--- src/slvd_pkg.sv ---
// Purpose: shared constants and types of the supply low voltage detector
// Assumes: 32-bit APB, one word per register, core_clk at 25 MHz
// Notes:   register offsets are byte addresses
package slvd_pkg;

  // clock and timing
  localparam int unsigned CORE_CLK_HZ          = 25_000_000;  // core clock rate
  localparam int unsigned CORE_CLK_PERIOD_NS   = 40;          // one core clock period
  localparam int unsigned MONITOR_IRQ_DELAY_NS = 60_000;      // request delay after low flag rises
  // least time: round up to whole cycles, never below one
  localparam int unsigned MONITOR_IRQ_DELAY_CYC =
    ((MONITOR_IRQ_DELAY_NS + CORE_CLK_PERIOD_NS - 1) / CORE_CLK_PERIOD_NS < 1) ? 1 :
    (MONITOR_IRQ_DELAY_NS + CORE_CLK_PERIOD_NS - 1) / CORE_CLK_PERIOD_NS;
  localparam int unsigned DELAY_CNT_W = 12;                   // wide enough for the delay count

  // register byte offsets
  localparam logic [11:0] SUPPLY_MONITOR_CONTROL_OFS = 12'h000;  // control and output flag
  localparam logic [11:0] MONITOR_IRQ_CTRL_OFS       = 12'h004;  // request flag and its enable
  localparam logic [11:0] INT_STATUS_OFS             = 12'h008;  // sticky events, read clears
  localparam logic [11:0] INT_MASK_OFS               = 12'h00C;  // event mask, same layout

  // control register fields
  localparam int unsigned LOW_SUPPLY_FLAG_BIT  = 5;   // read only output flag
  localparam int unsigned MONITOR_ENABLE_BIT   = 4;   // detector enable
  localparam int unsigned TRIP_LEVEL_LSB       = 0;   // threshold select, bits 2..0
  localparam int unsigned TRIP_LEVEL_W         = 3;
  // request register fields
  localparam int unsigned IRQ_REQUEST_BIT      = 4;   // request flag
  localparam int unsigned IRQ_ENABLE_BIT       = 0;   // request enable
  // status and mask fields
  localparam int unsigned EVT_W                = 3;
  localparam int unsigned EVT_LOW_RISE_BIT     = 0;   // low flag went high
  localparam int unsigned EVT_LOW_FALL_BIT     = 1;   // low flag went low
  localparam int unsigned EVT_REQ_SET_BIT      = 2;   // request flag set by hardware

  // reset values
  localparam logic [7:0]       CONTROL_RESET = 8'h00;
  localparam logic [EVT_W-1:0] STATUS_RESET  = 3'h0;
  localparam logic [EVT_W-1:0] MASK_RESET    = 3'h0;

  // trip levels, encoding of the threshold select field
  typedef enum logic [TRIP_LEVEL_W-1:0] {
    SLVD_TRIP_1V8 = 3'h0, SLVD_TRIP_2V0 = 3'h1, SLVD_TRIP_2V4 = 3'h2, SLVD_TRIP_2V7 = 3'h3,
    SLVD_TRIP_3V0 = 3'h4, SLVD_TRIP_3V3 = 3'h5, SLVD_TRIP_3V6 = 3'h6, SLVD_TRIP_4V0 = 3'h7
  } slvd_trip_t;

  // software held control fields
  typedef struct packed {
    logic       monitor_enable;     // detector on
    slvd_trip_t trip_level_select;  // chosen trip voltage
  } slvd_ctrl_t;

  // request delay state
  typedef enum logic [1:0] {SLVD_IDLE, SLVD_WAIT, SLVD_DONE} slvd_dly_t;

endpackage : slvd_pkg

--- src/slvd_top.sv ---
// Purpose: control and status logic of the supply low voltage detector
// Assumes: comparator output is asynchronous; sleep and idle come from the core clock domain
// Notes:   APB slave with zero wait states; one level interrupt and one shared request line
`timescale 1ns/10ps
`default_nettype none
module slvd_top
  import slvd_pkg::*;
(
  input  wire logic                    core_clk,           // system clock, 25 MHz
  input  wire logic                    rst,                // synchronous, active high
  // APB slave
  input  wire logic                    psel,               // slave select
  input  wire logic                    penable,            // access phase
  input  wire logic                    pwrite,             // one for write
  input  wire logic [11:0]             paddr,              // byte address
  input  wire logic [31:0]             pwdata,             // write data
  output logic                         pready,             // always ready
  output logic [31:0]                  prdata,             // read data, from flops
  output logic                         pslverr,            // unmapped address
  // analog comparator side
  input  wire logic                    supply_below_trip,  // comparator output, asynchronous
  output logic                         detector_power_en,  // powers the comparator
  output logic [TRIP_LEVEL_W-1:0]      trip_voltage,       // level code to the comparator
  // core side
  input  wire logic                    sleep_mode,         // core in sleep
  input  wire logic                    idle_mode,          // core in idle
  output logic                         monitor_mf_req,     // into shared multi-function interrupt
  output logic                         idle_wake,          // one-cycle wake pulse
  output logic                         irq                 // level interrupt from status and mask
);

  // storage
  // every register of the block; the synchronous reset clears them all
  // the status snapshot exists only so that a read clears what it returned
  // trade-off: a 12-bit delay counter is cheap but caps the request delay
  // at 4095 cycles, so a longer delay needs a wider DELAY_CNT_W
  slvd_ctrl_t             ctrl;              // enable and trip level
  logic                   low_supply_flag;   // registered output flag
  logic                   cmp_sync;          // comparator after two flops
  logic                   monitor_irq_request;  // request flag
  logic                   monitor_irq_enable;   // request enable
  logic [EVT_W-1:0]       int_status;        // sticky events
  logic [EVT_W-1:0]       int_mask;          // event mask
  logic [EVT_W-1:0]       rd_status_snap;    // status value returned by a read
  slvd_dly_t              dly_state;         // request delay machine
  logic [DELAY_CNT_W-1:0] dly_cnt;           // cycles of high flag so far

  // combinational helpers
  // decode and event terms, computed once and shared by the processes
  // below; none of them holds state
  logic                   apb_setup;         // first cycle of a transfer
  logic                   apb_access;        // completing cycle of a transfer
  logic                   wr_en;             // write takes effect now
  logic                   rd_en;             // read completes now
  logic                   addr_hit;          // address maps to a register
  logic                   next_flag;         // next output flag
  logic                   flag_rise;         // output flag goes high
  logic                   flag_fall;         // output flag goes low
  logic                   req_hw_set;        // delay elapsed, set the request
  logic [EVT_W-1:0]       evt_set;           // events of this cycle
  logic [31:0]            next_rdata;        // read mux

  // comparator synchroniser
  // the only crossing of the block: one level, two flops
  // a level needs no gray code or handshake, only a settled copy
  // limitation: a comparator pulse shorter than one clock may be lost,
  // which is harmless because the flag only reports levels
  // the comparator sits in the analog domain, so it is brought onto
  // core_clk before any logic looks at it
  slvd_sync u_cmp_sync (
    .clk      (core_clk),
    .rst      (rst),
    .async_in (supply_below_trip),
    .sync_out (cmp_sync)
  );

  // APB decode
  // zero wait states: the access cycle of every transfer completes it
  // writes act at that edge, reads were captured one edge earlier
  // only the four aligned words decode; a misaligned address is
  // treated like any unmapped one
  assign apb_setup  = psel & ~penable;
  assign apb_access = psel & penable;
  assign pready     = 1'b1;             // zero wait states
  assign wr_en      = apb_access & pwrite & addr_hit;
  assign rd_en      = apb_access & ~pwrite & addr_hit;

  // address match over the four words; anything else is an error
  always_comb begin
    case (paddr)
      SUPPLY_MONITOR_CONTROL_OFS: addr_hit = 1'b1;
      MONITOR_IRQ_CTRL_OFS:       addr_hit = 1'b1;
      INT_STATUS_OFS:             addr_hit = 1'b1;
      INT_MASK_OFS:               addr_hit = 1'b1;
      default:                    addr_hit = 1'b0;
    endcase
  end

  // error only in the access phase, so the master sees it with pready
  assign pslverr = apb_access & ~addr_hit;

  // control register
  // software view of the detector: enable and trip level
  // a level change while enabled may move the flag; software waits again
  // enable and level are the only writable control fields; the flag
  // bit and the unused bits ignore writes
  always_ff @(posedge core_clk) begin
    if (rst) begin
      ctrl <= slvd_ctrl_t'(CONTROL_RESET[TRIP_LEVEL_W:0]);
    end else if (wr_en && paddr == SUPPLY_MONITOR_CONTROL_OFS) begin
      ctrl.monitor_enable    <= pwdata[MONITOR_ENABLE_BIT];
      ctrl.trip_level_select <= slvd_trip_t'(pwdata[TRIP_LEVEL_LSB +: TRIP_LEVEL_W]);
    end
  end

  // sleep overrides the enable bit; the bit itself keeps its value so
  // the detector comes back on after wake-up
  assign detector_power_en = ctrl.monitor_enable & ~sleep_mode;
  assign trip_voltage      = ctrl.trip_level_select;

  // output flag
  // synchronised comparator, gated by the power enable
  // a powered-off detector therefore reads zero
  // hazard: for a few cycles after power-on the flag shows what the
  // comparator gave while it settled; software waits before reading it
  // no debounce: slow supplies near the trip point may toggle the flag
  // many times, and each toggle is shown to software as it happens
  assign next_flag = cmp_sync & detector_power_en;
  assign flag_rise = next_flag & ~low_supply_flag;
  assign flag_fall = ~next_flag & low_supply_flag;

  // registered copy read at bit 5
  always_ff @(posedge core_clk) begin
    if (rst) begin
      low_supply_flag <= 1'b0;
    end else begin
      low_supply_flag <= next_flag;
    end
  end

  // request delay
  // counts core clocks while the flag stays high
  // the request is set once the count reaches MONITOR_IRQ_DELAY_CYC
  // a drop of the flag restarts the count, so a supply that hovers at
  // the trip point sets no request until it stays low long enough
  // the flag must stay high for the whole delay; a drop restarts the
  // wait, and the request is set once per high period
  always_ff @(posedge core_clk) begin
    if (rst) begin
      dly_state <= SLVD_IDLE;
      dly_cnt   <= '0;
    end else begin
      case (dly_state)
        SLVD_IDLE: begin
          dly_cnt <= '0;
          if (low_supply_flag) begin
            dly_state <= SLVD_WAIT;   // flag just went high
            dly_cnt   <= DELAY_CNT_W'(1);
          end
        end
        SLVD_WAIT: begin
          if (!low_supply_flag) begin
            dly_state <= SLVD_IDLE;   // toggle restarts the wait
            dly_cnt   <= '0;
          end else if (dly_cnt >= DELAY_CNT_W'(MONITOR_IRQ_DELAY_CYC)) begin
            dly_state <= SLVD_DONE;
          end else begin
            dly_cnt <= dly_cnt + DELAY_CNT_W'(1);
          end
        end
        SLVD_DONE: begin
          // rearm only after the flag has dropped
          if (!low_supply_flag) begin
            dly_state <= SLVD_IDLE;
          end
          dly_cnt <= '0;
        end
        default: begin
          dly_state <= SLVD_IDLE;
          dly_cnt   <= '0;
        end
      endcase
    end
  end

  // the request is set on the cycle the wait completes
  assign req_hw_set = (dly_state == SLVD_WAIT) & low_supply_flag &
                      (dly_cnt >= DELAY_CNT_W'(MONITOR_IRQ_DELAY_CYC));

  // request flag and enable
  // the flag is the shared request; the enable gates it to the core
  // software may also set the flag, which is how it opts out of a wake
  // hardware only sets the flag; software writes it either way, and a
  // hardware set in the same cycle as a software clear wins
  always_ff @(posedge core_clk) begin
    if (rst) begin
      monitor_irq_request <= 1'b0;
      monitor_irq_enable  <= 1'b0;
    end else begin
      if (wr_en && paddr == MONITOR_IRQ_CTRL_OFS) begin
        monitor_irq_request <= pwdata[IRQ_REQUEST_BIT] | req_hw_set;
        monitor_irq_enable  <= pwdata[IRQ_ENABLE_BIT];
      end else if (req_hw_set) begin
        monitor_irq_request <= 1'b1;
      end
    end
  end

  // shared line into the multi-function interrupt
  assign monitor_mf_req = monitor_irq_request & monitor_irq_enable;

  // idle wake-up
  // a pulse toward the core's power control, registered so it is clean
  // while idle the core clock still runs, so no other domain is involved
  // only a fresh hardware set wakes the core; a flag that software
  // already set before idle masks the hardware set, hence no wake
  always_ff @(posedge core_clk) begin
    if (rst) begin
      idle_wake <= 1'b0;
    end else begin
      idle_wake <= req_hw_set & ~monitor_irq_request & idle_mode;
    end
  end

  // sticky status, mask and interrupt
  // three events feed a status word that a read clears
  // the mask picks which of them raise the level interrupt
  // this is separate from the shared request line, and the two may be
  // used together or alone
  always_comb begin
    evt_set                   = '0;
    evt_set[EVT_LOW_RISE_BIT] = flag_rise;
    evt_set[EVT_LOW_FALL_BIT] = flag_fall;
    evt_set[EVT_REQ_SET_BIT]  = req_hw_set;
  end

  // a read clears only the bits it returned, and a new event in that
  // same cycle stays set
  always_ff @(posedge core_clk) begin
    if (rst) begin
      int_status <= STATUS_RESET;
    end else if (rd_en && paddr == INT_STATUS_OFS) begin
      int_status <= (int_status & ~rd_status_snap) | evt_set;
    end else begin
      int_status <= int_status | evt_set;
    end
  end

  // mask is plain read/write
  always_ff @(posedge core_clk) begin
    if (rst) begin
      int_mask <= MASK_RESET;
    end else if (wr_en && paddr == INT_MASK_OFS) begin
      int_mask <= pwdata[EVT_W-1:0];
    end
  end

  // registered so the output is glitch free
  always_ff @(posedge core_clk) begin
    if (rst) begin
      irq <= 1'b0;
    end else begin
      irq <= |(next_status_view() & int_mask);
    end
  end

  // status as it will be after this edge
  function automatic logic [EVT_W-1:0] next_status_view();
    logic [EVT_W-1:0] v;
    v = int_status | evt_set;
    if (rd_en && paddr == INT_STATUS_OFS) begin
      v = (int_status & ~rd_status_snap) | evt_set;
    end
    return v;
  endfunction : next_status_view

  // read data
  // every word is assembled here and captured at the setup edge
  // a read has no side effect except the status clear on access
  // unused bits of every word read as zero
  always_comb begin
    next_rdata = '0;
    case (paddr)
      SUPPLY_MONITOR_CONTROL_OFS: begin
        next_rdata[LOW_SUPPLY_FLAG_BIT]                 = low_supply_flag;
        next_rdata[MONITOR_ENABLE_BIT]                  = ctrl.monitor_enable;
        next_rdata[TRIP_LEVEL_LSB +: TRIP_LEVEL_W]      = ctrl.trip_level_select;
      end
      MONITOR_IRQ_CTRL_OFS: begin
        next_rdata[IRQ_REQUEST_BIT] = monitor_irq_request;
        next_rdata[IRQ_ENABLE_BIT]  = monitor_irq_enable;
      end
      INT_STATUS_OFS: begin
        next_rdata[EVT_W-1:0] = int_status;
      end
      INT_MASK_OFS: begin
        next_rdata[EVT_W-1:0] = int_mask;
      end
      default: begin
        next_rdata = '0;     // unmapped reads as zero
      end
    endcase
  end

  // captured in the setup cycle so prdata comes from flops and is
  // steady through the access cycle; events landing in between are
  // caught by the snapshot-based clear above
  always_ff @(posedge core_clk) begin
    if (rst) begin
      prdata         <= '0;
      rd_status_snap <= '0;
    end else if (apb_setup && !pwrite) begin
      prdata         <= next_rdata;
      rd_status_snap <= (paddr == INT_STATUS_OFS) ? int_status : '0;
    end
  end

endmodule : slvd_top
`default_nettype wire

--- src/slvd_sync.sv ---
// Purpose: two flip-flop synchroniser for one level
// Assumes: input is asynchronous to clk
// Notes:   the first stage feeds only the second stage
`timescale 1ns/10ps
`default_nettype none
module slvd_sync (
  input  wire logic clk,       // destination clock
  input  wire logic rst,       // synchronous, active high
  input  wire logic async_in,  // level from another domain
  output var  logic sync_out   // level safe to use on clk
);

  logic meta;  // first stage, read only by sync_out

  // two stages; the first must never fan out to logic
  always_ff @(posedge clk) begin
    if (rst) begin
      meta     <= 1'b0;
      sync_out <= 1'b0;
    end else begin
      meta     <= async_in;
      sync_out <= meta;
    end
  end

endmodule : slvd_sync
`default_nettype wire

--- config.mk ---
export PLATFORM = sky130hd
export DESIGN_NAME = slvd_top
export DESIGN_NICKNAME = d
export VERILOG_FILES = /design/src/slvd_pkg.sv /design/src/slvd_top.sv /design/src/slvd_sync.sv
export SDC_FILE = /design/constraint.sdc
export NUM_CORES = 1
export LEC_CHECK = 0
export BUFFER_PORTS_ARGS = -buffer_cell sky130_fd_sc_hd__buf_2
export CAP_MARGIN = 20
export CORE_MARGIN = 2
export CORE_UTILIZATION = 42
export DETAILED_ROUTE_END_ITERATION = 10
export PLACE_DENSITY_LB_ADDON = 0.1
export SKIP_CTS_REPAIR_TIMING = 1
export SYNTH_ARGS = -nofsm -noshare
export SYNTH_HDL_FRONTEND = slang
export SYNTH_SLANG_ARGS = --single-unit
--- constraint.sdc ---
create_clock -name core_clk -period 1.6 [get_ports core_clk]
set_input_delay 0.16 -clock core_clk [delete_from_list [all_inputs] [get_ports core_clk]]
set_output_delay 0.16 -clock core_clk [all_outputs]
set_load 0.005 [all_outputs]
==> results of run 1 <==
## worst max-delay path, delay by kind of cell, from the launching register on
| family | cells | cell delay [ps] |
|---|---|---|
| compound gates | 3 | 480 |
| simple gates | 1 | 390 |
| buf+inv | 1 | 170 |
| flops | 1 | 360 |
## layout make-up
| type | instances | area [sq um] |
|---|---|---|
| fill | 536 | 2500 |
| multi-input combinational | 189 | 1190 |
| sequential | 39 | 781 |
| timing repair buffer | 63 | 395 |
| clock buffer | 8 | 100 |
| tap | 70 | 87.6 |
| inverter | 6 | 22.5 |
## kinds of logic after synthesis
kind of cell / count (synthesis) / synth area share (%)
adders and majority gates: 2 / 1.14
buffers and inverters: 48 / 14.8
xor gates and xnor gates: 3 / 1.19
other: 2 / 0.341
and+or+nand+nor: 89 / 23.7
muxes: 7 / 3.75
AOI/OAI and AO/OA: 60 / 19.6
DFF: 39 / 35.5
## metal layers
layer	track usage, %	part of all wire (%)	up-vias
met5	0	0	-
met4	5.45	0.73	0
met3	3.20	3.7	2
met2	29.8	51	41
met1	20.7	44	845
li1	-	-	953
## layout by cell type, fill, tap and decap left out, drive strengths merged, types with 2 or more instances in the layout
master	netlist	final
buf	38	63
dfxtp	39	39
conb	2	28
a21oi	27	27
nand2	16	16
nand3	16	16
nor2	15	15
o21ai	13	13
nand4	9	9
clkbuf	4	8
inv	6	6
mux2i	6	6
nor2b	5	5
and2	4	4
nor3b	3	3
o2bb2ai	3	3
xnor2	3	3
a2111oi	3	3
a31o	3	3
nor4	2	2
and4	2	2
nand3b	2	2
a31oi	2	2
nor3	2	2
or3	2	2
ha	2	2
and3	2	2
a22oi	2	2
or3b	2	2
## worst paths after layout
path                                                        to  slack [ps]                       start  cells past startpoint
worst min register to register  u_cmp_sync.sync_out$_SDFF_PP0_         440  u_cmp_sync.meta$_SDFF_PP0_                      1
worst max-delay path                   dly_cnt[4]$_SDFFE_PP0P_         140    dly_cnt[10]$_SDFFE_PP0P_                      5
worst max register to register         dly_cnt[4]$_SDFFE_PP0P_         140    dly_cnt[10]$_SDFFE_PP0P_                      5
worst min-delay path                u_cmp_sync.meta$_SDFF_PP0_         100           supply_below_trip                      2
## through the flow
stage / setup TNS, ps / cell area, sq um
after floorplan: 0 / 2300
after global placement: 0 / 2480
after detailed placement: -1.66 / 2480
after CTS: 0 / 2580
after global routing: 0 / 2580
final: 0 / 2580
## where the power goes
part / internal (uW) / total [uW] / switching (uW) / leakage, uW
logic: 45.2 / 120 / 74.8 / 0.000648
registers: 972 / 972 / 0.443 / 0.000314
clock network: 394 / 723 / 329 / 0.0000515
## state kept, by name (all words and copies together), names as in the netlist, 2 cells and up
| signal | flops |
|---|---|
| prdata | 5 |
| dly_state | 2 |
| int_status | 3 |
| int_mask | 3 |
| trip_voltage | 3 |
| dly_cnt | 12 |
| rd_status_snap | 3 |
==> metrics.yaml, run 1 <==
status: "completed"
port-buffer-count: 36
dieWidth_um: 76.4
power.static_leakage_uw: 0.00101
post-synth-top-area-cell: "dfxtp_1"
p_per_area_mw_per_mm2: 704
grt-ovfl-total: 0
cp_slowest_cell: "or4_1"
cts_buffers: 5
pre_cts_ws_ps: -1.66
ys_top_cells_by_count: "39 x dfxtp_1, 32 x buf_4, 27 x a21oi_1"
clockBufferDepth: 2
timing.fmax_mhz: 683
async_reset_ff_share_pct: 0
instances_no_fill: 375
timing.final.crit_share_pct: 91.5
synth_top_area_share_pct: 35.5
yosysUniqueCellTypes: 53
total_power_uw: 1820
num_vias: 1841
worst_slack_ps: 135
drive_gt1_share_pct: 27.2
worstPathArrival_ps: 1680
ant_nets: 0
hp-class: "input port to register"
clk_pin_slew_worst_paths_ps: 70
die_h_um: 76.4
root_buffer: "clkbuf_8"
fin_skew_ps: 6.64
min_period_ps: 1460
grt_pass1_wl_um: 8030
vdd_drop_max_mv: 0.315
dp_cells: 367
drt_wl_total_um: 4690
tritoncts: "built"
yosys.cell_count.top_type: "dfxtp_1"
first_pass_iters: 4
whs_ps: 99.9
crit_path_start_kind: "register"
num_rows: 26
grt_pass1_vias: 1724
report.final.slew_viol_count: 0
grt_max_degree: 24
nNetsFinal: 358
crit_chain: "a211oi_2 -> a22oi_2 -> buf_4 -> or4_1 -> a21oi_1"
critical_path_class: "register to register"
vias_per_cell: 4.91
ys_warn_count: 0
antenna_found_initial: 0
synthTopCellsByArea: "dfxtp_1 35%, buf_4 11%, a21oi_1 6.1%, nand3_1 3.6%, mux2i_1 2.7%"
h-tree-depth: 2
final_util_pct: 50.8
syn_area_sq_mm: 0.00220
syn_inst: 250
wl_per_cell_um: 12.5
worstSkewPairLatency_ps: 280
seq_area_frac_synth_pct: 35.5
syn_avg_cell_area_sq_um: 8.80
finalHoldViolations: 0
place_hpwl_um: 3570
antenna_cells: 0
crit_path_max_incr_delay_ps: 390
synth-seq-cells: 39
area_growth_pct: 17.2
end_kind: "register"
synth_ff_type: "dfxtp_1"
die_area_sq_mm: 0.00583
timing.max_cap.violations: 0
clock_sinks: 39
worstPathMaxFanout: 7
grt_use_total_pct: 16.9
synth_edf_count: 0
rsz0062_at_grt: "no"
crit_required_ps: 1810
core_sq_mm: 0.00507
drc: 0
initial_core_util_pct: 43.3
drt_iter0_markers: 109
place_congestion: 0.818
setup_violations: 0
io_pins: 93
Power figures use the tool's default switching activity.
==> inputs of run 2 (changes only) <==
- GPL_TIMING_DRIVEN: default -> 0
==> run 2 against run 1 <==
  * Sequential cell count unchanged
  * Count of clock-buffer cells in the layout down 2
  * Die area unchanged
  * Global-route usage up 0.43 points
  * Clock power up 18%
  * Combinational power up 37%
  * Clock skew down 3.7 ps
  * Utilization up 3.5 points
  * Worst setup slack worse by 49 ps
  * Sequential share of layout area down 1.4 points
==> metrics.yaml, run 2 (synthesized netlist as in run 1, its figures left out) <==
p_seq_share_pct: 48.8  # was 53.6%
first_pass_iters: 4  # unchanged
p_comb_share_pct: 8.3  # was 6.6%
min_delay_path_depth: 2  # unchanged
tightest_slew_ps: 863
clock_sinks: 39  # unchanged
die_h_um: 76.4  # unchanged
drc: 0  # unchanged
status: "completed"  # unchanged
whs_ps: 91.4  # was 99.9 ps
finalHoldViolations: 0  # unchanged
regArea_sq_um: 796  # was 781 sq um
clkPwrFrac_pct: 43.0  # was 39.8%
worstPathMaxFanout: 6  # was 7
instances_no_fill: 395  # was 375
grt_use_total_pct: 17.3  # was 16.9%
grt-ovfl-total: 0  # unchanged
setup_tns_ps: 0  # unchanged
drive_gt1_share_pct: 32.9  # was 27.2%
min_period_ps: 1510  # was 1460 ps
n_fill_cell: 519  # was 536
end_kind: "register"  # unchanged
grt_pass1_vias: 1805  # was 1724
report.final.slew_viol_count: 0  # unchanged
antenna_found_initial: 0  # unchanged
crit_required_ps: 1770  # was 1810 ps
core_sq_mm: 0.00507  # unchanged
die_area_sq_mm: 0.00583  # unchanged
clockBufferDepth: 2  # unchanged
grt_pass1_wl_um: 8240  # was 8030 um
clk_pin_slew_worst_paths_ps: 80  # was 70 ps
wl_per_cell_um: 12.5  # about the same
reg_top3: "dly_cnt: 12 flops, prdata: 5 flops"  # unchanged
place_congestion: 0.856  # was 0.818
grt_max_degree: 13  # was 24
rr_worst_depth: 5  # unchanged
dieWidth_um: 76.4  # unchanged
vias_per_cell: 4.81  # was 4.91
port-buffer-count: 34  # was 36
num_rows: 26  # unchanged
fin_skew_ps: 2.97  # was 6.64 ps
timing.final.crit_share_pct: 94.6  # was 91.5%
io_pins: 93  # unchanged
worstPathArrival_ps: 1680  # about the same
stdcell_area_sq_mm: 0.00275  # was 0.00258 sq mm
initial_core_util_pct: 43.3  # unchanged
p_int_uw: 1550  # was 1410 uW
setup_violations: 0  # unchanged
worstSkewPairLatency_ps: 290  # was 280 ps
root_buffer: "clkbuf_8"  # unchanged
multi_input_area_sq_mm: 0.00121  # was 0.00119 sq mm
layout_common_cells: "40 x buf_4, 36 x buf_2, 33 x dfxtp_1"  # was 39 x dfxtp_1, 36 x buf_2, 28 x conb_1
final_common_cell: "buf_4"  # was dfxtp_1
timing.fmax_mhz: 661  # was 683 MHz
crit_path_start_kind: "register"  # unchanged
tritoncts: "built"  # unchanged
p_per_area_mw_per_mm2: 720  # was 704 mW/mm^2
num_vias: 1898  # was 1841
ant_nets: 0  # unchanged
largest_register_ff_count: 12  # unchanged
power.static_leakage_uw: 0.00112  # was 0.00101 uW
p_sw_uw: 431  # was 404 uW
place_hpwl_um: 3600  # was 3570 um
antenna_cells: 0  # unchanged
timing.max_cap.violations: 0  # unchanged
h-tree-depth: 2  # unchanged
regMostFlops: "dly_cnt"  # unchanged
critical_path_class: "register to register"  # unchanged
drt_iter0_markers: 52  # was 109
drt_wl_total_um: 4920  # was 4690 um
place_area_sq_mm: 0.00255  # was 0.00248 sq mm
nNetsFinal: 378  # was 358
swShare_pct: 21.7  # was 22.3%
timing.slew.headroom_pct: 42.3
vdd_drop_max_mv: 0.308  # was 0.315 mV
hp-class: "input port to register"  # unchanged
dp_cells: 380  # was 367
cts_buffers: 5  # unchanged
area_growth_pct: 25.2  # was 17.2%
## run 2: layout make-up
| cell class | instances | share of cell area, % |
|---|---|---|
| Tap cell | 70 | 3.18 |
| Timing Repair Buffer | 42 | 8.36 |
| Clock inverter | 2 | 1.27 |
| Clock buffer | 6 | 3.00 |
| Multi-Input combinational cell | 189 | 43.9 |
| Inverter | 6 | 0.818 |
| Buffer | 41 | 10.6 |
| Sequential cell | 39 | 28.9 |
## run 2: worst max-delay path: stages, from the launching register on
cell,delay (ps)
dfxtp_4,370
a31o_4,270
a2111oi_4,430
buf_4,180
xnor2_1,100
nor2_1,50
## run 2: final timing paths
path,from,end,slack [ps]
setup / recovery,dly_cnt[6]$_SDFFE_PP0P_,dly_cnt[6]$_SDFFE_PP0P_,90
setup reg to reg,dly_cnt[6]$_SDFFE_PP0P_,dly_cnt[6]$_SDFFE_PP0P_,90
hold / removal,supply_below_trip,u_cmp_sync.meta$_SDFF_PP0_,90
hold reg to reg,u_cmp_sync.meta$_SDFF_PP0_,u_cmp_sync.sync_out$_SDFF_PP0_,440
## run 2: layer usage
layer / up-vias / GRT usage, % / share of wire (%)
li1: 986 / - / -
met1: 851 / 20.4 / 44
met2: 54 / 30.6 / 51
met3: 7 / 4.86 / 4.4
met4: 0 / 5.09 / 1.1
met5: - / 0 / 0
## run 2: per-stage QoR
| step | total power, uW | setup WS, ps | utilization [%] |
|---|---|---|---|
| final | 1980 | 86.6 | 54.3 |
| after CTS | 2010 | -32.8 | 52.7 |
| after global routing | 2080 | -7.36 | 54.3 |
| after floorplan | 1100 | 105 | - |
| after detailed placement | 1160 | -25.4 | 50.3 |
| after global placement | 1160 | -54.2 | 50.3 |
## run 2: power by group through the flow
| stage | clock, uW | sequential [uW] | combinational (uW) |
|---|---|---|---|
| after global routing | 930 | 968 | 181 |
| after CTS | 876 | 972 | 162 |
| after floorplan | 0 | 995 | 107 |
| final | 851 | 967 | 164 |
| after global placement | 0 | 995 | 161 |
| after detailed placement | 0 | 995 | 162 |
==> inputs of run 3 (changes only) <==
- CORE_UTILIZATION: 42 -> 28
==> run 3 against run 2 <==
  * Count of clock-buffer cells in the layout did not move
  * Die area grew 47%
  * Clock skew up 11 ps
  * Worst hold slack got worse by 17 ps
  * Power is 1.0% higher
  * Combinational power barely moved
  * Wire length grew 6.3%
  * Worst setup slack lost 12 ps
  * Largest power group unchanged
==> metrics.yaml, run 3 (synthesized netlist as in run 1, its figures left out) <==
num_rows: 32  # was 26
crit_path_start_kind: "register"  # unchanged
crit_path_max_incr_delay_ps: 410  # was 430 ps
fin_skew_ps: 13.7  # was 2.97 ps
hp-class: "input port to register"  # unchanged
place_congestion: 0.761  # was 0.856
cp_slowest_cell: "a2111oi_4"  # unchanged
grt_pass1_wl_um: 8450  # was 8240 um
min_period_ps: 1530  # was 1510 ps
die_area_sq_mm: 0.00858  # was 0.00583 sq mm
core_sq_mm: 0.00769  # was 0.00507 sq mm
reg_top3: "dly_cnt: 12 flops, prdata: 5 flops"  # unchanged
worstPathMaxFanout: 8  # was 6
n_fill_cell: 851  # was 519
timing.final.crit_share_pct: 95.3  # was 94.6%
drive_gt1_share_pct: 31.7  # was 32.9%
timing.fmax_mhz: 656  # was 661 MHz
grt-ovfl-total: 0  # unchanged
first_pass_iters: 4  # unchanged
finalHoldViolations: 0  # unchanged
root_buffer: "clkbuf_8"  # unchanged
top_layer_used: "met4"  # unchanged
vias_per_cell: 4.59  # was 4.81
vdd_drop_max_mv: 0.258  # was 0.308 mV
timing.slew.headroom_pct: 35.5  # was 42.3%
status: "completed"  # unchanged
antenna_cells: 0  # unchanged
p_per_area_mw_per_mm2: 732  # was 720 mW/mm^2
grt_max_degree: 13  # unchanged
largest_register_ff_count: 12  # unchanged
tightest_slew_ps: 954  # was 863 ps
critical_path_class: "register to register"  # unchanged
total_power_uw: 2000  # was 1980 uW
clk_pin_slew_worst_paths_ps: 80  # about the same
final_common_cell: "buf_2"  # was buf_4
ant_nets: 0  # unchanged
drt_wl_total_um: 5230  # was 4920 um
setup_violations: 0  # unchanged
wl_met2_um: 2590  # was 2490 um
worst_slack_ps: 75.0  # was 86.6 ps
wl_met1_um: 2330  # was 2160 um
nNetsFinal: 372  # was 378
initial_core_util_pct: 28.6  # was 43.3%
setup_tns_ps: 0  # unchanged
clock_sinks: 39  # unchanged
clockBufferDepth: 2  # unchanged
die_h_um: 92.6  # was 76.4 um
io_pins: 93  # unchanged
grt_pass1_vias: 1745  # was 1805
met3_length_um: 207  # was 218 um
report.final.slew_viol_count: 0  # unchanged
crit_chain: "a31o_4 -> a2111oi_4 -> buf_4 -> xnor2_1 -> nor2_1"  # unchanged
layout_common_cells: "36 x buf_2, 34 x buf_4, 33 x dfxtp_1"  # was 40 x buf_4, 36 x buf_2, 33 x dfxtp_1
area_growth_pct: 24.3  # was 25.2%
h-tree-depth: 2  # unchanged
tritoncts: "built"  # unchanged
pre_cts_ws_ps: -38.1  # was -25.4 ps
crit_required_ps: 1770  # about the same
port-buffer-count: 34  # unchanged
antenna_found_initial: 0  # unchanged
worstPathArrival_ps: 1700  # was 1680 ps
power.static_leakage_uw: 0.00109  # was 0.00112 uW
r2r_slack_ps: 70  # was 90 ps
grt_use_total_pct: 12.5  # was 17.3%
cts_buffers: 5  # unchanged
worstSkewPairLatency_ps: 300  # was 290 ps
regMostFlops: "dly_cnt"  # unchanged
drt_iter0_markers: 65  # was 52
dieWidth_um: 92.6  # was 76.4 um
timing.max_cap.violations: 0  # unchanged
wl_per_cell_um: 12.4  # was 12.5 um
end_kind: "register"  # unchanged
place_hpwl_um: 3960  # was 3600 um
drc: 0  # unchanged
num_vias: 1931  # was 1898
-- run 3: cell count changes in the layout (fill, tap and decap cells not counted) --
cell / before / now
a221oi_1: 1 / 0
a221oi_2: 0 / 1
buf_4: 40 / 34
ha_1: 1 / 2
dfxtp_4: 3 / 0
dfxtp_2: 3 / 6
ha_4: 1 / 0
-- run 3: per-layer routing --
metal  vias up  GRT usage [%]
met5         -              0
met4         0           4.78
met3         9           2.85
met2        44           21.8
met1       899           14.8
li1        979              -
-- run 3: final cells by class --
class / count / area (sq um) / area share, %
buffer: 41 / 292 / 10.7
clock buffer: 6 / 82.6 / 3.02
clock inverter: 2 / 35.0 / 1.28
inverter: 6 / 22.5 / 0.823
multi-input combinational: 189 / 1200 / 44.0
sequential: 39 / 788 / 28.8
tap: 102 / 128 / 4.67
timing repair buffer: 36 / 185 / 6.77
-- run 3: where the power goes --
part           internal (uW)  switching [uW]  leakage [uW]
Combinational           79.8            85.0      0.000713
Sequential               972           0.388      0.000317
Clock                    505             360     0.0000612
-- run 3: critical path, delay by kind of cell, from the launching register on --
family          cells  cell delay, ps
buf+inv             1             180
xor+xnor            1             100
flops               1             370
simple gates        1              50
compound gates      2             690
-- run 3: path summary, 6_finish.rpt --
check | startpoint | to | cells past startpoint
min | supply_below_trip | u_cmp_sync.meta$_SDFF_PP0_ | 2
max reg2reg | dly_cnt[6]$_SDFFE_PP0P_ | dly_cnt[6]$_SDFFE_PP0P_ | 5
max | dly_cnt[6]$_SDFFE_PP0P_ | dly_cnt[6]$_SDFFE_PP0P_ | 5
min reg2reg | u_cmp_sync.meta$_SDFF_PP0_ | u_cmp_sync.sync_out$_SDFF_PP0_ | 1
-- run 3: per-stage QoR --
step           instances  util (%)  area (sq um)  hold slack [ps]
2_1_floorplan        276         -          2300              288
3_3_place_gp         412      33.8          2590              374
3_5_place_dp         412      33.8          2590              378
4_1_cts              420      35.3          2710             69.8
5_1_grt              421      35.6          2740             97.2
6_report             421      35.6          2740             74.8
